===== src/hdl/pcic_cfg.svh =====
// Behaviour
// - per pin, source select picks change or compare
// - change mode fires on level opposite reference
// - reference reloads from pin after clear
// - compare mode fires on mismatch with default
// - compare mismatch persists across port reads
// - one interrupt per port, cleared by read
// - only enabled input pins contribute
// - event copies whole port into capture
// - pending interrupt blocks new events, capture frozen
`ifndef PCIC_CFG_SVH
`define PCIC_CFG_SVH
// ----------------------------------------
// reset values
// ----------------------------------------
`define PCIC_RST_CAPTURE 8'h00
`define PCIC_RST_REF     8'h00
`define PCIC_RST_SYNC    8'h00
`define PCIC_RST_FLAGS   8'h00
`endif


===== src/hdl/pcic_pkg.sv =====
package pcic_pkg;
  typedef logic [7:0] pcic_byte_t;
  // per-pin configuration from the register block
  typedef struct packed {
    pcic_byte_t pin_direction;
    pcic_byte_t change_interrupt_enable;
    pcic_byte_t interrupt_source_select;
    pcic_byte_t compare_default_value;
  } pcic_cfg_s;
  // read strobes from the serial side
  typedef struct packed {
    logic port_read;
    logic capture_read;
  } pcic_rd_s;
  typedef enum logic {
    PCIC_IDLE,
    PCIC_PENDING
  } pcic_state_e;
endpackage : pcic_pkg


===== src/hdl/pcic_sync.sv =====
`timescale 1ns/10ps
`include "pcic_cfg.svh"
module pcic_sync #(
  parameter int WIDTH = 8
) (
  input  wire logic             mclk,
  input  wire logic             sys_rst,
  input  wire logic             clk_en,
  input  wire logic [WIDTH-1:0] async_in,
  output logic      [WIDTH-1:0] sync_out
);
  logic [WIDTH-1:0] stage1;
  // ----------------------------------------
  // two-stage synchroniser
  // ----------------------------------------
  always_ff @(posedge mclk) begin
    if (sys_rst) begin
      stage1   <= WIDTH'(`PCIC_RST_SYNC);
      sync_out <= WIDTH'(`PCIC_RST_SYNC);
    end else if (clk_en) begin
      stage1   <= async_in;
      sync_out <= stage1;
    end
  end
endmodule : pcic_sync


===== src/hdl/pcic_top.sv =====
`timescale 1ns/10ps
`include "pcic_cfg.svh"
module pcic_top
  import pcic_pkg::*;
(
  input  wire logic                mclk,
  input  wire logic                sys_rst,
  input  wire logic                clk_en,
  input  wire logic [7:0]          pin_in,
  input  wire pcic_pkg::pcic_cfg_s cfg,
  input  wire pcic_pkg::pcic_rd_s  rd,
  output logic      [7:0]          port_value,
  output logic      [7:0]          captured_port_value,
  output logic      [7:0]          interrupt_flags,
  output logic                     port_interrupt
);
  import pcic_pkg::*;

  // ----------------------------------------
  // state and internal nets
  // ----------------------------------------
  pcic_state_e state;
  logic [7:0]  pin_sync;
  logic [7:0]  reference;
  logic [7:0]  input_pins;
  logic [7:0]  enabled_pins;
  logic [7:0]  compare_mode;
  logic [7:0]  default_level;
  logic [7:0]  eligible;
  logic [7:0]  compare_pins;
  logic [7:0]  change_pins;
  logic [7:0]  change_hit;
  logic [7:0]  compare_hit;
  logic [7:0]  cond;

  logic        any_cond;
  logic        idle;
  logic        pending;
  logic        read_port;
  logic        read_capture;
  logic        read_now;
  logic        clear_now;
  logic        event_now;
  logic        reload_ref;
  logic        track_ref;

  // ----------------------------------------
  // helper functions
  // ----------------------------------------
  // input pins with change interrupt enabled
  function automatic logic [7:0] pin_eligible(
    input logic [7:0] dir,
    input logic [7:0] en
  );
    logic [7:0] e;
    e = dir & en;
    return e;
  endfunction : pin_eligible

  // per-pin difference of two levels, limited to the selected pins
  function automatic logic [7:0] masked_diff(
    input logic [7:0] lvl,
    input logic [7:0] cmp,
    input logic [7:0] sel
  );
    logic [7:0] d;
    d = 8'h00;
    for (int i = 0; i < 8; i++) begin
      if (sel[i]) begin
        d[i] = lvl[i] ^ cmp[i];
      end else begin
        d[i] = 1'b0;
      end
    end
    return d;
  endfunction : masked_diff

  // ----------------------------------------
  // input synchroniser
  // ----------------------------------------
  // two flops, so a pin moving near the edge cannot split a compare
  pcic_sync #(
    .WIDTH(8)
  ) u_sync (
    .mclk    (mclk),
    .sys_rst (sys_rst),
    .clk_en  (clk_en),
    .async_in(pin_in),
    .sync_out(pin_sync)
  );

  // ----------------------------------------
  // port value output
  // ----------------------------------------
  // second synchroniser stage doubles as the registered port value
  assign port_value = pin_sync;

  // ----------------------------------------
  // configuration fields
  // ----------------------------------------
  assign input_pins    = cfg.pin_direction;
  assign enabled_pins  = cfg.change_interrupt_enable;
  assign compare_mode  = cfg.interrupt_source_select;
  assign default_level = cfg.compare_default_value;

  // ----------------------------------------
  // eligibility and mode split
  // ----------------------------------------
  assign eligible     = pin_eligible(input_pins, enabled_pins);
  assign compare_pins = eligible & compare_mode;
  assign change_pins  = eligible & ~compare_mode;

  // ----------------------------------------
  // condition per pin
  // ----------------------------------------
  // change mode: pin now opposite its reference level
  assign change_hit  = masked_diff(pin_sync, reference, change_pins);
  // compare mode: holds while the mismatch lasts, reads do not mask it
  assign compare_hit = masked_diff(pin_sync, default_level,
                                   compare_pins);
  // a pin is in one mode only, so the two hits never overlap
  assign cond        = change_hit | compare_hit;
  assign any_cond    = |cond;

  // ----------------------------------------
  // read strobes
  // ----------------------------------------
  assign read_port    = rd.port_read;
  assign read_capture = rd.capture_read;
  // either read of this port clears it
  assign read_now     = read_port | read_capture;

  // ----------------------------------------
  // state decode
  // ----------------------------------------
  assign idle       = (state == PCIC_IDLE);
  assign pending    = (state == PCIC_PENDING);
  // an event needs idle and a clear needs pending, so they never meet
  assign clear_now  = pending & read_now;
  assign event_now  = idle & any_cond;
  assign reload_ref = clear_now;
  // tracking makes the reference the level of the previous cycle
  assign track_ref  = idle & ~event_now;

  // ----------------------------------------
  // interrupt state
  // ----------------------------------------
  always_ff @(posedge mclk) begin
    if (sys_rst) begin
      state <= PCIC_IDLE;
    end else if (clk_en) begin
      case (state)
        PCIC_IDLE: begin
          if (event_now) begin
            state <= PCIC_PENDING;
          end
        end
        PCIC_PENDING: begin
          if (clear_now) begin
            state <= PCIC_IDLE;
          end
        end
        // an unknown (X) state value falls back to idle
        default: begin
          state <= PCIC_IDLE;
        end
      endcase
    end
  end

  // ----------------------------------------
  // interrupt output
  // ----------------------------------------
  assign port_interrupt = pending;

  // ----------------------------------------
  // capture register
  // ----------------------------------------
  // a later condition must not overwrite the first snapshot
  always_ff @(posedge mclk) begin
    if (sys_rst) begin
      captured_port_value <= `PCIC_RST_CAPTURE;
    end else if (clk_en) begin
      if (event_now) begin
        captured_port_value <= pin_sync;
      end
    end
  end

  // ----------------------------------------
  // interrupt flags
  // ----------------------------------------
  // cause of the pending interrupt, gone once it is cleared
  always_ff @(posedge mclk) begin
    if (sys_rst) begin
      interrupt_flags <= `PCIC_RST_FLAGS;
    end else if (clk_en) begin
      if (event_now) begin
        interrupt_flags <= cond;
      end else if (clear_now) begin
        interrupt_flags <= `PCIC_RST_FLAGS;
      end
    end
  end

  // ----------------------------------------
  // reference level
  // ----------------------------------------
  // follows the pins while quiet, reloads from them at clear
  // reset level 0: a pin high at reset in change mode fires once
  always_ff @(posedge mclk) begin
    if (sys_rst) begin
      reference <= `PCIC_RST_REF;
    end else if (clk_en) begin
      if (reload_ref) begin
        reference <= pin_sync;
      end else if (track_ref) begin
        reference <= pin_sync;
      end
    end
  end
endmodule : pcic_top


===== config.mk =====
export PLATFORM = sky130hd
export DESIGN_NAME = pcic_top
export DESIGN_NICKNAME = d
export VERILOG_FILES = /design/src/hdl/pcic_pkg.sv /design/src/hdl/pcic_sync.sv /design/src/hdl/pcic_top.sv
export VERILOG_INCLUDE_DIRS = /design/src /design/src/hdl
export SDC_FILE = /design/constraint.sdc
export NUM_CORES = 1
export LEC_CHECK = 0
export ABC_AREA = 1
export BUFFER_PORTS_ARGS = -buffer_cell sky130_fd_sc_hd__buf_2
export CAP_MARGIN = 20
export CORE_MARGIN = 3
export CORE_UTILIZATION = 50
export CTS_BUF_LIST = sky130_fd_sc_hd__clkbuf_8
export CTS_CLUSTER_DIAMETER = 120
export DETAILED_ROUTE_END_ITERATION = 16
export PLACE_DENSITY = 0.78
export SLEW_MARGIN = 20
export SYNTH_ARGS = -nofsm -noshare
export SYNTH_HDL_FRONTEND = slang
export SYNTH_HIERARCHICAL = 1
export SYNTH_SLANG_ARGS = --single-unit

===== constraint.sdc =====
create_clock -name mclk -period 1.7 [get_ports mclk]
set_input_delay 0 -clock mclk [delete_from_list [all_inputs] [get_ports mclk]]
set_output_delay 0 -clock mclk [all_outputs]
set_load 0.005 [all_outputs]

==> flow_summary.yaml <==
synthesis:
  syn_inst: 361
  yosys_warnings: 6
  yosys.area.top_type: "dfxtp_1"
  synth.distinct_cells: 22
  syn-num-nets: 406
  ys_top_cells_by_area: "dfxtp_1 37%, nand2_1 19%, nor2_1 10%"
  seq_area_frac_synth_pct: 36.6
  yosys.area.top_type_share_pct: 36.6
  syn_area_um2: 2240
  ys_ff_latch: 41
  synth_area_per_cell_um2: 6.21
grt:
  grt-ovfl-total: 0
  grtUsageTotal_pct: 20.0
  grt_pass1_wl_mm: 8.29
  grt_antenna_before_repair: 0
  grt_max_degree: 43
  grt_pass1_vias: 1844
finish:
  fillers: 395
  syn_to_final_growth_pct: 27.2
  num_antenna_cells: 0
  nNetsFinal: 486
  fin_cells: 492
  design_area_um2: 2850
  multi_input_area_um2: 1130
  fin_util_pct: 68.4
  seqCellArea_um2: 833
  drive_gt1_share_pct: 28.3
worst_setup_path:
  cp_common_cell: "nand2_1"
  cp-start-kind: "flop"
  cpMaxStageDelayCell: "dfxtp_2"
  cp_cell_sequence: "inv_2 -> nand2_1 -> nand2_1 -> nor2_1 -> nor2_1 -> nand2_1 -> nor2_4 -> nand2_4 -> nand2_4 -> nand3_1 -> nand2_1 -> nor2_1"
  crit_type: "flop to flop"
  cp.required_ps: 1890
  worstPathMaxFanout: 17
  crit_arrival_ps: 1760
  timing.rr.end: "reference[7]"
  rr_worst_depth: 12
  ff2ff_setup_slack_ps: 130
  cpPeakStageDelay_ps: 370
  reg2reg_from: "u_sync/sync_out[5]"
  end_kind: "flop"
pwr:
  leakagePower_nw: 1.56
  peakVddDrop_uv: 554
  p_per_area_nw_per_um2: 797
  p_total_mw: 2.27
die:
  io_pins: 70
  fp.coreArea_um2: 4170
  placementRows: 23
  die_h_um: 73.0
  fp.dieW_um: 73.0
  die_area_um2: 5320
  initial_core_util_pct: 53.7
min_path:
  min_from: "pin_in[7]"
  worstHoldPathType: "primary input to flop"
  holdPathEnd: "u_sync/stage1[7]"
  min_path_cells: 5
sta:
  finalSetupViolCount: 0
  rsz0062_at_grt: "yes"
  fin_setup_tns_ps: 0
  post-route-min-period_ps: 1570
  skew_ps: 3.20
  worst_pin_slew_ps: 484
  period_share_pct: 92.5
  maxSlewViolCount: 0
  hold_viol: 0
  slew_headroom_pct: 67.8
  fmax_mhz: 636
clock_network:
  cts_max_path_buffers: 2
  clock_latency_ps: 290
  cts_made_buffers: 5
  cts_tree: "done"
  cts_htree_levels: 2
  clk_pin_slew_ps: 80
  cts-root-buf: "clkbuf_8"
  cts.sinks: 41
place:
  place_congestion: 0.869
  place_inst: 475
  port_buffers: 69
  dpl_cell_area_um2: 2640
  dp_hpwl_mm: 3.98
drt:
  wirelength_mm: 5.33
  drt-initial-drc-count: 119
  drc: 0
  vias: 2335
  wl_per_cell_um: 10.8
  first_pass_iters: 4
  routed_via_density: 4.75
  antenna_left: 0
status:
  status: "finished clean"
run:
  drv_cap: 0
-- critical path: cells and delay by family (launching register included) --
family        cells  cell delay (ps)
buf+inv           1               70
flops             1              370
simple gates     11             1040
-- cells in the mapped netlist, drive strengths merged --
| cell | n |
|---|---|
| nor2 | 65 |
| clkbuf | 5 |
| nand3 | 18 |
| a21oi | 26 |
| nand4 | 16 |
| clkinv | 1 |
| o31a | 1 |
| dfxtp | 41 |
| buf | 9 |
| nand2 | 116 |
| inv | 60 |
| xnor2 | 2 |
| o21ai | 1 |
-- cell families after synthesis --
| family | after synthesis | synth area share, % |
|---|---|---|
| XOR/XNOR | 2 | 0.781 |
| AO/OA/AOI/OAI | 28 | 7.76 |
| flip-flops | 41 | 36.6 |
| AND/OR/NAND/NOR | 215 | 40.6 |
| buffers and inverters | 75 | 14.3 |
-- final cells by class --
class                      count  share of cell area [%]
inverter                      61                    8.03
timing repair buffer          87                    17.9
clock inverter                 3                   0.614
clock buffer                   5                    2.41
sequential                    41                    29.2
tap                           50                    2.19
multi-input combinational    245                    39.6
-- layout by cell type (no fill, tap or decap), drive strengths merged --
cell type | Yosys | final
nand2 | 116 | 116
buf | 9 | 80
nor2 | 65 | 65
inv | 60 | 60
dfxtp | 41 | 41
a21oi | 26 | 26
nand3 | 18 | 18
nand4 | 16 | 16
dlygate4sd3 | 0 | 7
clkbuf | 5 | 5
clkinv | 1 | 3
xnor2 | 2 | 2
o31a | 1 | 1
o21ai | 1 | 1
clkinvlp | 0 | 1
-- how the worst max path moves through the flow --
stage	startpoint	end	slack, ps
2_1_floorplan	u_sync/sync_out[6]	reference[6]	180
3_3_place_gp	u_sync/sync_out[1]	captured_port_value[4]	20
3_5_place_dp	u_sync/sync_out[1]	captured_port_value[6]	-50
4_1_cts	u_sync/sync_out[4]	captured_port_value[6]	9
5_1_grt	u_sync/sync_out[3]	reference[7]	-30
6_report	u_sync/sync_out[5]	reference[7]	130
-- sequential cells by signal (all words and copies together) (netlist names) --
| name | flops |
|---|---|
| interrupt_flags | 8 |
| u_sync/stage1 | 8 |
| captured_port_value | 8 |
| u_sync/sync_out | 8 |
| reference | 8 |
| port_interrupt | 1 |
-- layer usage --
metal / wire length, µm / share of wire (%) / GRT usage [%] / up-vias
li1: - / - / - / 1255
met1: 2400 / 45 / 26.2 / 1011
met2: 2540 / 48 / 33.1 / 67
met3: 361 / 6.8 / 4.41 / 2
met4: 24 / 0.45 / 5.53 / 0
met5: 0 / 0 / 0 / -
-- per-stage QoR --
stage | worst slack (ps) | hold slack [ps]
after floorplan | 180 | 155
after global placement | 16.0 | 282
after detailed placement | -52.0 | 291
after CTS | 9.03 | 0.911
after global routing | -27.4 | 46.9
final | 128 | 6.36
-- timing repair --
| item | 4_1_cts | 5_1_grt |
|---|---|---|
| resized for setup | 2 | 15 |
| buffers inserted | 0 | 2 |
| gates cloned | 0 | 0 |
| hold buffers | 7 | 0 |
| endpoints found under the hold margin | 7 | 0 |
| pin swaps | 0 | 4 |
| endpoints found under the setup margin | 23 | 25 |
-- power breakdown --
group          switching, mW  internal (mW)  total (mW)
logic                  0.334          0.247       0.581
registers             0.0562           1.03        1.08
clock network          0.327          0.283       0.610
total                  0.717           1.56        2.27
No activity file was read; power rests on OpenSTA's default activity.
